--- src/css_pkg.sv ---
package css_pkg;

  localparam int ADDR_W = 8;
  localparam int DATA_W = 32;

  // register byte offsets
  localparam logic [7:0] OFS_PRECISE_PLL_CTRL   = 8'h00;
  localparam logic [7:0] OFS_PRECISE_PLL_STAT   = 8'h04;
  localparam logic [7:0] OFS_SECOND_LOOP_MODULATED_CTRL   = 8'h08;
  localparam logic [7:0] OFS_SECOND_LOOP_MODULATED_STAT   = 8'h0C;
  localparam logic [7:0] OFS_SYSCLK      = 8'h10;
  localparam logic [7:0] OFS_IRQ_STAT    = 8'h14;
  localparam logic [7:0] OFS_IRQ_MASK    = 8'h18;
  localparam logic [7:0] OFS_MON_CTRL    = 8'h20;
  localparam logic [7:0] OFS_MON_HI      = 8'h24;
  localparam logic [7:0] OFS_MON_LO      = 8'h28;
  localparam logic [7:0] OFS_MON_FAULT   = 8'h2C;
  localparam logic [7:0] OFS_METER_CTRL  = 8'h30;
  localparam logic [7:0] OFS_METER_COUNT = 8'h34;
  localparam logic [7:0] OFS_MON_SEL     = 8'h38;

  // pll control fields
  localparam int PLLC_ENABLE_BIT  = 0;
  localparam int PLLC_IRQ_EN_BIT  = 1;
  // pll status fields
  localparam int PLLS_LOCKED_BIT  = 0;
  localparam int PLLS_LOST_BIT    = 1;

  // monitor control fields
  localparam int MONC_ENABLE_BIT  = 0;
  localparam int MONC_REFDIV_LSB  = 4;
  localparam int MONC_WIN_LSB     = 8;
  localparam int WIN_W            = 16;
  localparam int REFDIV_W         = 2;
  localparam int CNT_W            = 16;

  // fault bits in monitor fault register
  localparam int FLT_HIGH_BIT     = 0;
  localparam int FLT_LOW_BIT      = 1;
  localparam int FLT_LOSS_BIT     = 2;

  // interrupt status bits
  localparam int IRQ_PRECISE_PLL_BIT     = 0;
  localparam int IRQ_SECOND_LOOP_MODULATED_BIT     = 1;
  localparam int IRQ_MON_BIT      = 2;
  localparam int IRQ_W            = 3;

  // system clock source codes
  typedef enum logic [1:0] {
    CSS_SRC_IRC     = 2'h0,
    CSS_SRC_CRYSTAL = 2'h1,
    CSS_SRC_MODPLL  = 2'h2,
    CSS_SRC_PRECPLL = 2'h3
  } css_src_e;

  localparam int NUM_MON          = 8;
  localparam int MON_SEL_W        = 3;

  localparam logic [WIN_W-1:0] WIN_RESET = 16'h0100;
  localparam logic [CNT_W-1:0] HI_RESET  = 16'hFFFF;
  localparam logic [CNT_W-1:0] LO_RESET  = 16'h0000;

  // loss of clock: no supervised edge within this many windows of reference
  localparam int LOSS_WINDOWS     = 1;

endpackage

--- src/css_edge_sync.sv ---
`timescale 1ns/100ps
// brings a foreign clock in as a level and gives one pulse per rising edge
module css_edge_sync (
  input  wire logic clock,
  input  wire logic sys_rst,
  input  wire logic async_in,
  output logic      rise_pulse
);
  logic meta_q;
  logic sync_q;
  logic last_q;

  always_ff @(posedge clock) begin
    if (sys_rst) begin
      meta_q <= 1'b0;
      sync_q <= 1'b0;
      last_q <= 1'b0;
    end else begin
      meta_q <= async_in;
      sync_q <= meta_q;
      last_q <= sync_q;
    end
  end

  assign rise_pulse = sync_q & ~last_q;
endmodule

--- src/css_freq_mon.sv ---
`timescale 1ns/100ps
// counts supervised edges over a window of reference ticks and checks the window
module css_freq_mon #(
  parameter int CNT_W = 16,
  parameter int WIN_W = 16
) (
  input  wire logic             clock,
  input  wire logic             sys_rst,
  input  wire logic             enable,
  input  wire logic             ref_tick,
  input  wire logic             meas_edge,
  input  wire logic [WIN_W-1:0] window_len,
  input  wire logic [CNT_W-1:0] hi_limit,
  input  wire logic [CNT_W-1:0] lo_limit,
  output logic                  too_high,
  output logic                  too_low,
  output logic                  lost,
  output logic                  done,
  output logic [CNT_W-1:0]      last_count
);
  logic [WIN_W-1:0] win_q;
  logic [CNT_W-1:0] cnt_q;
  logic             end_w;

  initial begin
    if (CNT_W < 2 || WIN_W < 2) $error("css_freq_mon: widths too small");
  end

  assign end_w = enable && ref_tick && (win_q >= window_len - WIN_W'(1));

  always_ff @(posedge clock) begin
    if (sys_rst || !enable) begin
      win_q <= '0;
      cnt_q <= '0;
    end else begin
      if (end_w) begin
        win_q <= '0;
      end else if (ref_tick) begin
        win_q <= win_q + WIN_W'(1);
      end
      if (end_w) begin
        cnt_q <= '0;
      end else if (meas_edge && cnt_q != '1) begin
        cnt_q <= cnt_q + CNT_W'(1);
      end
    end
  end

  // judgement pulses at window end; counts saturate so a runaway clock stays "high"
  always_ff @(posedge clock) begin
    if (sys_rst) begin
      too_high   <= 1'b0;
      too_low    <= 1'b0;
      lost       <= 1'b0;
      done       <= 1'b0;
      last_count <= '0;
    end else begin
      too_high   <= end_w && (cnt_q > hi_limit);
      too_low    <= end_w && (cnt_q < lo_limit) && (cnt_q != '0);
      lost       <= end_w && (cnt_q == '0);
      done       <= end_w;
      if (end_w) begin
        last_count <= cnt_q;
      end
    end
  end
endmodule

--- src/css_clock_supervisor.sv ---
`timescale 1ns/100ps
module css_clock_supervisor #(
  parameter int NUM_MON = css_pkg::NUM_MON
) (
  input  wire logic                     clock,
  input  wire logic                     sys_rst,
  input  wire logic [7:0]               reg_addr,
  input  wire logic [31:0]              reg_wdata,
  input  wire logic                     reg_wr,
  input  wire logic                     reg_rd,
  output logic [31:0]                   reg_rdata,
  input  wire logic                     precise_pll_lock_in,
  input  wire logic                     second_loop_modulated_lock_in,
  input  wire logic                     crystal_ok_in,
  input  wire logic [NUM_MON-1:0]       mon_clk_in,
  output logic                          precise_pll_enable_q,
  output logic                          second_loop_modulated_enable_q,
  output logic [1:0]                    sysclk_sel_q,
  output logic                          precise_pll_fault_q,
  output logic                          second_loop_modulated_fault_q,
  output logic [NUM_MON-1:0]            mon_fault_q,
  output logic                          irq_q
);
  localparam int CW = css_pkg::CNT_W;
  localparam int WW = css_pkg::WIN_W;
  localparam int SW = css_pkg::MON_SEL_W;

  initial begin
    if (NUM_MON < 2 || NUM_MON > (1 << SW)) $error("css_clock_supervisor: bad NUM_MON");
  end

  // pll lock inputs come from foreign logic; two flops first
  logic [1:0] lock_meta_q;
  logic [1:0] lock_sync_q;
  logic [1:0] lock_last_q;
  logic [1:0] xtal_meta_q;

  always_ff @(posedge clock) begin
    if (sys_rst) begin
      lock_meta_q <= 2'h0;
      lock_sync_q <= 2'h0;
      lock_last_q <= 2'h0;
      xtal_meta_q <= 2'h0;
    end else begin
      lock_meta_q <= {second_loop_modulated_lock_in, precise_pll_lock_in};
      lock_sync_q <= lock_meta_q;
      lock_last_q <= lock_sync_q;
      xtal_meta_q <= {xtal_meta_q[0], crystal_ok_in};
    end
  end

  logic [1:0] lol_event;
  logic [1:0] pll_en;
  assign pll_en    = {second_loop_modulated_enable_q, precise_pll_enable_q};
  assign lol_event = lock_last_q & ~lock_sync_q & pll_en;

  // write decode helpers
  logic wr_pll0c, wr_pll1c, wr_pll0s, wr_pll1s, wr_sys;
  logic wr_ist, wr_imask, wr_monc, wr_hi, wr_lo, wr_mflt, wr_meter, wr_sel;
  always_comb begin
    wr_pll0c = reg_wr && reg_addr == css_pkg::OFS_PRECISE_PLL_CTRL;
    wr_pll0s = reg_wr && reg_addr == css_pkg::OFS_PRECISE_PLL_STAT;
    wr_pll1c = reg_wr && reg_addr == css_pkg::OFS_SECOND_LOOP_MODULATED_CTRL;
    wr_pll1s = reg_wr && reg_addr == css_pkg::OFS_SECOND_LOOP_MODULATED_STAT;
    wr_sys   = reg_wr && reg_addr == css_pkg::OFS_SYSCLK;
    wr_ist   = reg_wr && reg_addr == css_pkg::OFS_IRQ_STAT;
    wr_imask = reg_wr && reg_addr == css_pkg::OFS_IRQ_MASK;
    wr_monc  = reg_wr && reg_addr == css_pkg::OFS_MON_CTRL;
    wr_hi    = reg_wr && reg_addr == css_pkg::OFS_MON_HI;
    wr_lo    = reg_wr && reg_addr == css_pkg::OFS_MON_LO;
    wr_mflt  = reg_wr && reg_addr == css_pkg::OFS_MON_FAULT;
    wr_meter = reg_wr && reg_addr == css_pkg::OFS_METER_CTRL;
    wr_sel   = reg_wr && reg_addr == css_pkg::OFS_MON_SEL;
  end

  // pll control: enable and lock lost irq enable
  logic [1:0] lol_ie_q;
  always_ff @(posedge clock) begin
    if (sys_rst) begin
      precise_pll_enable_q <= 1'b0;
      second_loop_modulated_enable_q <= 1'b0;
      lol_ie_q      <= 2'h0;
    end else begin
      if (wr_pll0c) begin
        precise_pll_enable_q <= reg_wdata[css_pkg::PLLC_ENABLE_BIT];
        lol_ie_q[0]   <= reg_wdata[css_pkg::PLLC_IRQ_EN_BIT];
      end
      if (wr_pll1c) begin
        second_loop_modulated_enable_q <= reg_wdata[css_pkg::PLLC_ENABLE_BIT];
        lol_ie_q[1]   <= reg_wdata[css_pkg::PLLC_IRQ_EN_BIT];
      end
    end
  end

  // sticky lock lost flags, write one to clear, new event wins; also the fault level
  logic [1:0] lol_flag_q;
  always_ff @(posedge clock) begin
    if (sys_rst) begin
      lol_flag_q <= 2'h0;
    end else begin
      lol_flag_q[0] <= lol_event[0] |
                       (lol_flag_q[0] & ~(wr_pll0s & reg_wdata[css_pkg::PLLS_LOST_BIT]));
      lol_flag_q[1] <= lol_event[1] |
                       (lol_flag_q[1] & ~(wr_pll1s & reg_wdata[css_pkg::PLLS_LOST_BIT]));
    end
  end

  always_ff @(posedge clock) begin
    if (sys_rst) begin
      precise_pll_fault_q <= 1'b0;
      second_loop_modulated_fault_q <= 1'b0;
    end else begin
      precise_pll_fault_q <= lol_flag_q[0];
      second_loop_modulated_fault_q <= lol_flag_q[1];
    end
  end

  // system clock selection; a pll source that is not locked falls back to the rc oscillator
  logic [1:0] req_src_q;
  logic       src_ok;
  always_comb begin
    case (req_src_q)
      css_pkg::CSS_SRC_MODPLL:  src_ok = lock_sync_q[1] & second_loop_modulated_enable_q;
      css_pkg::CSS_SRC_PRECPLL: src_ok = lock_sync_q[0] & precise_pll_enable_q;
      css_pkg::CSS_SRC_CRYSTAL: src_ok = xtal_meta_q[1];
      default:                  src_ok = 1'b1;
    endcase
  end

  always_ff @(posedge clock) begin
    if (sys_rst) begin
      req_src_q    <= css_pkg::CSS_SRC_IRC;
      sysclk_sel_q <= css_pkg::CSS_SRC_IRC;
    end else begin
      if (wr_sys) begin
        req_src_q <= reg_wdata[1:0];
      end
      sysclk_sel_q <= src_ok ? req_src_q : css_pkg::CSS_SRC_IRC;
    end
  end

  // clock monitors, all counted on this clock, which is the 40 MHz rc reference
  logic [NUM_MON-1:0] mon_en_q;
  logic [1:0]         refdiv_q;
  logic [WW-1:0]      win_q  [NUM_MON];
  logic [CW-1:0]      hi_q   [NUM_MON];
  logic [CW-1:0]      lo_q   [NUM_MON];
  logic [2:0]         mflt_q [NUM_MON];
  logic [SW-1:0]      sel_q;
  logic [NUM_MON-1:0] edge_w, hi_w, lo_w, lost_w, done_w;
  logic [CW-1:0]      cnt_w  [NUM_MON];
  logic [3:0]         div_q;
  logic               ref0_tick;

  always_ff @(posedge clock) begin
    if (sys_rst) begin
      sel_q <= '0;
    end else if (wr_sel) begin
      sel_q <= reg_wdata[SW-1:0];
    end
  end

  // reference divider for monitor 0: 1, 2, 4 or 8 reference cycles per tick
  always_ff @(posedge clock) begin
    if (sys_rst) begin
      div_q <= 4'h0;
    end else begin
      div_q <= div_q + 4'h1;
    end
  end

  always_comb begin
    case (refdiv_q)
      2'h0:    ref0_tick = 1'b1;
      2'h1:    ref0_tick = div_q[0];
      2'h2:    ref0_tick = div_q[1:0] == 2'h3;
      default: ref0_tick = div_q[2:0] == 3'h7;
    endcase
  end

  // meter: one-shot measurement on monitor 0 independent of enable
  logic meter_q;
  logic [CW-1:0] meter_cnt_q;

  for (genvar g = 0; g < NUM_MON; g++) begin : g_mon
    css_edge_sync u_sync (
      .clock      (clock),
      .sys_rst    (sys_rst),
      .async_in   (mon_clk_in[g]),
      .rise_pulse (edge_w[g])
    );
    css_freq_mon #(.CNT_W(CW), .WIN_W(WW)) u_mon (
      .clock      (clock),
      .sys_rst    (sys_rst),
      .enable     (mon_en_q[g] | (g == 0 && meter_q)),
      .ref_tick   (g == 0 ? ref0_tick : 1'b1),
      .meas_edge  (edge_w[g]),
      .window_len (win_q[g]),
      .hi_limit   (hi_q[g]),
      .lo_limit   (lo_q[g]),
      .too_high   (hi_w[g]),
      .too_low    (lo_w[g]),
      .lost       (lost_w[g]),
      .done       (done_w[g]),
      .last_count (cnt_w[g])
    );

    always_ff @(posedge clock) begin
      if (sys_rst) begin
        mon_en_q[g] <= 1'b0;
        win_q[g]    <= css_pkg::WIN_RESET;
        hi_q[g]     <= css_pkg::HI_RESET;
        lo_q[g]     <= css_pkg::LO_RESET;
      end else if (sel_q == SW'(g)) begin
        if (wr_monc) begin
          mon_en_q[g] <= reg_wdata[css_pkg::MONC_ENABLE_BIT];
          win_q[g]    <= reg_wdata[css_pkg::MONC_WIN_LSB +: WW];
        end
        if (wr_hi) begin
          hi_q[g] <= reg_wdata[CW-1:0];
        end
        if (wr_lo) begin
          lo_q[g] <= reg_wdata[CW-1:0];
        end
      end
    end

    // faults latch only while enabled; cleared by writing ones, set wins
    always_ff @(posedge clock) begin
      if (sys_rst) begin
        mflt_q[g] <= 3'h0;
      end else begin
        mflt_q[g] <= ({lost_w[g], lo_w[g], hi_w[g]} & {3{mon_en_q[g]}}) |
                     (mflt_q[g] & ~({3{wr_mflt && sel_q == SW'(g)}} & reg_wdata[2:0]));
      end
    end

    always_ff @(posedge clock) begin
      if (sys_rst) begin
        mon_fault_q[g] <= 1'b0;
      end else begin
        mon_fault_q[g] <= |mflt_q[g];
      end
    end
  end

  always_ff @(posedge clock) begin
    if (sys_rst) begin
      refdiv_q <= 2'h0;
    end else if (wr_monc && sel_q == '0) begin
      refdiv_q <= reg_wdata[css_pkg::MONC_REFDIV_LSB +: 2];
    end
  end

  // start bit stays set while the measured clock is absent
  always_ff @(posedge clock) begin
    if (sys_rst) begin
      meter_q     <= 1'b0;
      meter_cnt_q <= '0;
    end else if (meter_q && done_w[0] && cnt_w[0] != '0) begin
      meter_q     <= 1'b0;
      meter_cnt_q <= cnt_w[0];
    end else if (meter_q && done_w[0]) begin
      meter_q <= 1'b1;
    end else if (wr_meter && reg_wdata[0]) begin
      meter_q <= 1'b1;
    end
  end

  // interrupt status, mask and output
  logic [css_pkg::IRQ_W-1:0] ist_q;
  logic [css_pkg::IRQ_W-1:0] imask_q;
  logic [css_pkg::IRQ_W-1:0] ev;
  // only enabled monitors raise the event; the meter alone must not interrupt
  assign ev = {|((hi_w | lo_w | lost_w) & mon_en_q), lol_event & lol_ie_q};

  always_ff @(posedge clock) begin
    if (sys_rst) begin
      ist_q   <= '0;
      imask_q <= '0;
      irq_q   <= 1'b0;
    end else begin
      ist_q <= ev | (ist_q & ~({css_pkg::IRQ_W{wr_ist}} & reg_wdata[css_pkg::IRQ_W-1:0]));
      if (wr_imask) begin
        imask_q <= reg_wdata[css_pkg::IRQ_W-1:0];
      end
      irq_q <= |(ist_q & imask_q);
    end
  end

  // read data, one cycle after the strobe, zero for unmapped
  always_ff @(posedge clock) begin
    if (sys_rst) begin
      reg_rdata <= '0;
    end else begin
      reg_rdata <= '0;
      if (reg_rd) begin
        if (reg_addr == css_pkg::OFS_PRECISE_PLL_CTRL) begin
          reg_rdata[1:0] <= {lol_ie_q[0], precise_pll_enable_q};
        end else if (reg_addr == css_pkg::OFS_PRECISE_PLL_STAT) begin
          reg_rdata[1:0] <= {lol_flag_q[0], lock_sync_q[0]};
        end else if (reg_addr == css_pkg::OFS_SECOND_LOOP_MODULATED_CTRL) begin
          reg_rdata[1:0] <= {lol_ie_q[1], second_loop_modulated_enable_q};
        end else if (reg_addr == css_pkg::OFS_SECOND_LOOP_MODULATED_STAT) begin
          reg_rdata[1:0] <= {lol_flag_q[1], lock_sync_q[1]};
        end else if (reg_addr == css_pkg::OFS_SYSCLK) begin
          reg_rdata[1:0] <= sysclk_sel_q;
        end else if (reg_addr == css_pkg::OFS_IRQ_STAT) begin
          reg_rdata[css_pkg::IRQ_W-1:0] <= ist_q;
        end else if (reg_addr == css_pkg::OFS_IRQ_MASK) begin
          reg_rdata[css_pkg::IRQ_W-1:0] <= imask_q;
        end else if (reg_addr == css_pkg::OFS_MON_CTRL) begin
          reg_rdata[0]       <= mon_en_q[sel_q];
          reg_rdata[5:4]     <= (sel_q == '0) ? refdiv_q : 2'h0;
          reg_rdata[23:8]    <= win_q[sel_q];
        end else if (reg_addr == css_pkg::OFS_MON_HI) begin
          reg_rdata[CW-1:0] <= hi_q[sel_q];
        end else if (reg_addr == css_pkg::OFS_MON_LO) begin
          reg_rdata[CW-1:0] <= lo_q[sel_q];
        end else if (reg_addr == css_pkg::OFS_MON_FAULT) begin
          reg_rdata[2:0] <= mflt_q[sel_q];
        end else if (reg_addr == css_pkg::OFS_METER_CTRL) begin
          reg_rdata[0] <= meter_q;
        end else if (reg_addr == css_pkg::OFS_METER_COUNT) begin
          reg_rdata[CW-1:0] <= meter_cnt_q;
        end else if (reg_addr == css_pkg::OFS_MON_SEL) begin
          reg_rdata[SW-1:0] <= sel_q;
        end
      end
    end
  end
endmodule

--- config.mk ---
export PLATFORM = sky130hd
export DESIGN_NAME = css_clock_supervisor
export DESIGN_NICKNAME = d
export VERILOG_FILES = /design/src/css_pkg.sv /design/src/css_edge_sync.sv /design/src/css_freq_mon.sv /design/src/css_clock_supervisor.sv
export SDC_FILE = /design/constraint.sdc
export NUM_CORES = 2
export LEC_CHECK = 0
export BUFFER_PORTS_ARGS = -buffer_cell sky130_fd_sc_hd__buf_2
export CAP_MARGIN = 5
export CORE_MARGIN = 1.5
export CORE_UTILIZATION = 45
export CTS_BUF_LIST = sky130_fd_sc_hd__clkbuf_16
export DETAILED_ROUTE_END_ITERATION = 16
export GPL_TIMING_DRIVEN = 0
export PLACE_DENSITY = 0.63
export SETUP_SLACK_MARGIN = 0.5
export SKIP_LAST_GASP = 1
export SLEW_MARGIN = 20
export SYNTH_ARGS = -nofsm -noshare
export SYNTH_HDL_FRONTEND = slang
export SYNTH_SLANG_ARGS = --single-unit
--- constraint.sdc ---
create_clock -name clock -period 5.5 [get_ports clock]
set_clock_uncertainty 0.1 [all_clocks]
set_input_delay 1.1 -clock clock [delete_from_list [all_inputs] [get_ports clock]]
set_output_delay 1.1 -clock clock [all_outputs]
set_load 0.05 [all_outputs]
### Yosys cells after proc, flatten, opt, wreduce, memory -nomap -nowiden

Memories as Yosys holds them, arrays and structs flattened. A register that Yosys moved wholly into a read port is not among the register bits.
Index checks and enable logic that the tools add are counted.

* add/subtract/negate cells: 25
* multipliers: 0
* div/mod/pow operators: 0
* order comparisons: 25
* equality and inequality tests: 35
* shift operators: 0
* muxes and demuxes: 165
* bitwise gates (word level): 114
* reduce and logical (&&, ||, !) cells: 144

Operator list (number)
* two-way mux 16 bit: 26
* adder 16 x 1 -> 16 bit, second input constant: 16
* two-way mux 15 bit: 11
* nonzero test 16 bit: 9
* greater-or-equal comparator 16 bit: 8
* > comparator 16 bit: 8
* logical NOT 16 bit: 8
* < comparator 16 bit: 8
* != test 16 bit, second input constant: 8
* subtractor 16 x 1 -> 16 bit, second input constant: 8
* two-way mux 3 bit: 32
* two-way mux 1 bit: 83
* AND 3 bit: 27
* logical AND 1 bit: 74
* == test 8 x 6 -> 1 bit, second input constant: 7
* OR 1 bit: 35
* NOT 3 bit: 9
* OR 3 bit: 9
* OR reduction 3 bit: 9
* two-way mux 13 bit: 2
* == test 8 x 5 -> 1 bit, second input constant: 3
* OR reduction 2 bit: 11
* OR reduction 10 bit: 2
* == test 8 x 4 -> 1 bit, second input constant: 2
* 28 further kinds: 93

* register bits after elaboration: 422
* bits in latches: 0
* bits in writable memories: 408
* bits in read-only memories: 0
* input bits: 55
* output and inout port bits: 47
* memories: 4

Memory list
* hi_q: words 8, width 16, read ports 9, clocked after Yosys merged registers in 1, write ports 8, RTL line css_clock_supervisor.sv:146 `logic [CW-1:0] hi_q [NUM_MON];`
* lo_q: words 8, width 16, read ports 9, clocked after Yosys merged registers in 1, write ports 8, RTL line css_clock_supervisor.sv:147 `logic [CW-1:0] lo_q [NUM_MON];`
* win_q: words 8, width 16, read ports 9, clocked after Yosys merged registers in 1, write ports 8, RTL line css_clock_supervisor.sv:145 `logic [WW-1:0] win_q [NUM_MON];`
* mflt_q: words 8, width 3, read ports 9, clocked after Yosys merged registers in 1, write ports 8, RTL line css_clock_supervisor.sv:148 `logic [2:0] mflt_q [NUM_MON];`

### Logic depth before layout (Yosys ltp)

* depth in word-level cells: 35
* mapped depth: 16
* depth with buffers taken out: 15

### Cells and area by module

From an unflattened synthesis, not the netlist that was laid out.

* cell total of the unflattened synthesis: 5189
* area total of the unflattened synthesis: 52749.3 µm²

Modules (own cells, without submodules)
* css_clock_supervisor: times used 1, cells an instance 1674, area an instance 22461.5 µm², seq. area each 13913.3 µm²
* css_freq_mon (g_mon[3].u_mon ...): times used 4, cells an instance 431, area an instance 3717.3 µm², seq. area each 1041.0 µm²
* css_freq_mon (g_mon[1].u_mon ...): times used 2, cells an instance 436, area an instance 3681.0 µm², seq. area each 1041.0 µm²
* css_freq_mon (g_mon[0].u_mon): times used 1, cells an instance 432, area an instance 3692.3 µm², seq. area each 1041.0 µm²
* css_freq_mon (g_mon[7].u_mon): times used 1, cells an instance 431, area an instance 3663.5 µm², seq. area each 1041.0 µm²
* css_edge_sync: times used 8, cells an instance 7, area an instance 87.6 µm², seq. area each 60.1 µm²

### Worst setup path after synthesis

No wires, ideal clock.

* path type: input-to-reg
* from: in reg_addr[1]
* to: mem win_q[7][0] (netlist name), enable pin
* library setup time: 0.411 ns
* arrival time: 3.310 ns
* slack: 1.678 ns
* stages on the path: 6
* buffers on the path: 2
* cells stage by stage: or2_1 > buf_2 > nor3_2 > nand3_1 > clkbuf_1 > o21ai_0

RTL lines
* start: declaration: RTL line css_clock_supervisor.sv:7 `input wire logic [7:0] reg_addr,`
* end: declaration: RTL line css_clock_supervisor.sv:145

==> metrics.cfg <==
[clock_tree]
insertion_delay_ns=0.69
cts_buffer_depth=3
cts_tree=done
clockRootBuffer=clkbuf_16
clock_sinks=824
numCtsBuffers=94
clkSlewWorstSetupHoldPaths_ns=0.06
cts_hold_buf=0
cts_max_level=3
cts_post_setup_buffers_inserted=0
cts_resized=0

[setup_path]
cp_slowest_cell=o211ai_1
r2r_end=g_mon[6].u_mon.cnt_q[9]
endpoint_kind=register
worstPathArrival_ns=5.01
critPathMaxStageDelay_ns=0.97
worstSetupStartpointType=register
rrSetupSlack_ns=0.92
reg2reg_from=win_q[6][0]
crit_path_frequent_cell=ha_1
cp.required_ns=5.93
worstPathMaxFanout=10
worstPathCellList=inv_1 > ha_1 > nand3_1 > or2_2 > nand2b_1 > nor4_1 > xnor2_1 > ha_1 > and4_1 > nand2_1 > o211ai_1 > clkbuf_1 > nor2_1
ff2ff_path_depth=13
critPathKind=register to register

[die]
dieHeight_um=324.8
fp-row-count=117
die_x_um=324.8
pin_count=102
core_um2=102200
start_util_pct=45.61
dieArea_um2=105500

[drt]
drt-total-wl_um=158900
drt_iter0_drc=3819
detail_route.wl_per_cell_um=25.32
drt_first_pass_iters=5
vias=36460
ant_nets=0
routed_via_density=5.809
drc=0

[yosys]
avgSynthCellArea_um2=10.10
netlist_top_cells_count=nor2_1, dfxtp_1, ha_1
synth_most_common_cell=nor2_1
syn_inst=4615
synthTopCellsByArea=edfxtp_1, dfxtp_1, ha_1
ys_types=83
ys_seq_area_share_pct=43.64
synth_warnings=0
synth_edf_count=384
async_reset_ff_share_pct=0
ys.flop_type=dfxtp_1
yosysTopAreaCellShare_pct=24.74
syn-cell-area_um2=46610
ys_seq_elements=824
yosysTopAreaCell=edfxtp_1

[global_route]
grt-ovfl-total=0
grt_max_degree=17
grt_pass1_wl_um=231400
antenna_found_initial=15
grt_pass1_vias=34850
track_usage_pct=29.71

[sta]
fin_crit_ns=4.581
setup_viol=0
hold_violations=0
finalSetupTns_ns=0
fin_crit_sh_pct=83.29
relSlewSlack_pct=14.87
setup_slack_ns=0.9189
fmax_ghz=0.2183
grt_setup_unrepaired=no
tightest_slew_ns=1.277
maxSlewViolCount=0

[hold_path]
hold_start=lock_meta_q[0]
holdPathEnd=lock_sync_q[0]
hold_depth=1
min_path_type=register to register

[pwr]
p_leak_nw=20.99
switchingPower_mw=3.214
pwr-share-clk_pct=47.8
ir_drop_v=0.0002458
power_frac_seq_pct=48.0
p_int_mw=10.50
total_power_mw=13.72
pwr_density_cell_nw_per_um2=262.0
sw_frac_of_total_pct=23.43
combPwrFrac_pct=4.2

[place]
place_congestion=1.012
hpwl_um=125800
portBuffers=81
dpl.cell_count=6092
pre_cts_slack_ns=0.4655

[final_layout]
fin_nets=5286
fin_util_pct=51.24
layout-drive-gt1-share_pct=11.26
syn2layout_area_growth_pct=12.34
layoutNonFillerInstCount=6277

[status]
status=finished, final reports clean

[job]
cap_violations=0

flip-flops by register name, indices dropped and copies added (netlist names), 16 cells and up, named ones only:
| name | flops |
|---|---|
| g_mon.u_mon.cnt_q | 128 |
| g_mon.u_mon.last_count | 16 |
| g_mon.u_mon.win_q | 128 |
| hi_q | 128 |
| lo_q | 128 |
| meter_cnt_q | 16 |
| mflt_q | 24 |
| reg_rdata | 24 |
| win_q | 128 |
power by group through the flow:
stage / clock, mW / sequential, mW / combinational (mW)
finish: 6.56 / 6.58 / 0.579
global route: 6.84 / 6.58 / 0.618
CTS: 6.62 / 6.58 / 0.569
detailed placement: 0 / 6.71 / 0.566
global placement: 0 / 6.72 / 0.535
floorplan: 0 / 6.66 / 0.322
how the worst max path moves through the flow:
stage | from | to | slack (ns) | depth (start not counted)
2_1_floorplan | reg_addr[1] | win_q[7][0] | 1.68 | 6
5_1_grt | win_q[4][3] | g_mon[4].u_mon.cnt_q[13] | 0.67 | 12
6_report | win_q[6][0] | g_mon[6].u_mon.cnt_q[9] | 0.92 | 13
3_5_place_dp | sys_rst | win_q[5][15] | 0.47 | 5
3_3_place_gp | sys_rst | lo_q[2][10] | 0.06 | 5
4_1_cts | win_q[1][2] | g_mon[1].u_mon.cnt_q[9] | 0.98 | 12
metal layers:
layer	vias to the layer above	part of all wire [%]	GRT usage [%]
li1	16860	-	-
met1	17570	41	38.85
met2	1626	45	47.28
met3	400	8.7	5.362
met4	10	5.6	14.86
met5	-	0.044	0
stage by stage:
stage               cell area (µm²)  hold WS, ns
finish                        52360       0.3322
global route                  52340       0.3529
CTS                           52310       0.3309
detailed placement            49120       0.3212
global placement              48750       0.3178
floorplan                     46630       0.3106
critical path, delay by kind of cell, from the launching register on:
family	cells	cell delay, ns
flops	1	0.48
compound gates	1	0.97
buf+inv	2	0.91
xor+xnor	1	0.13
simple gates	7	1.29
fa+ha+maj	2	0.53
logic make-up (layout without fill, tap and decap cells):
kind of cell	after synthesis	in the layout	share of synthesized area (%)
compound gates	567	567	8.116
xor+xnor	336	336	6.314
fa+ha+maj	410	410	11.01
buf+inv	540	819	4.607
flops	824	824	43.64
mux	177	177	6.650
other cells	1	16	0.008046
simple gates	1760	1760	19.66
cell type report:
cell class              instances  area, µm²
clock buffers                 100       2502
diodes                          8      20.02
flip-flops and latches        824      20340
repair buffers                103      686.9
fillers                      9395      49820
well taps                    1368       1712
clock inverters                76      691.9
inverters                     353       1325
multi-input cells            3258      24260
plain buffers                 187      823.3
placed cells by master (no fill, tap or decap), drive strengths merged, types with 12 or more instances in the layout:
cell type	Yosys	final
a2111oi	14	14
a211oi	38	38
a21o	112	112
a21oi	132	132
a22oi	18	18
a31oi	19	19
and2	235	235
and3	58	58
and4	29	29
buf	55	157
bufinv	0	12
clkbuf	132	232
clkinv	0	36
dfxtp	440	440
edfxtp	384	384
ha	410	410
inv	353	376
mux2i	70	70
mux4	106	106
nand2	162	162
nand2b	41	41
nand3	187	187
nand4	124	124
nor2	513	513
nor2b	60	60
nor3	105	105
nor4	67	67
o211ai	17	17
o21a	25	25
o21ai	113	113
or2	115	115
or3	22	22
or4	14	14
xnor2	168	168
xor2	168	168
Power figures use the tool's default switching activity.
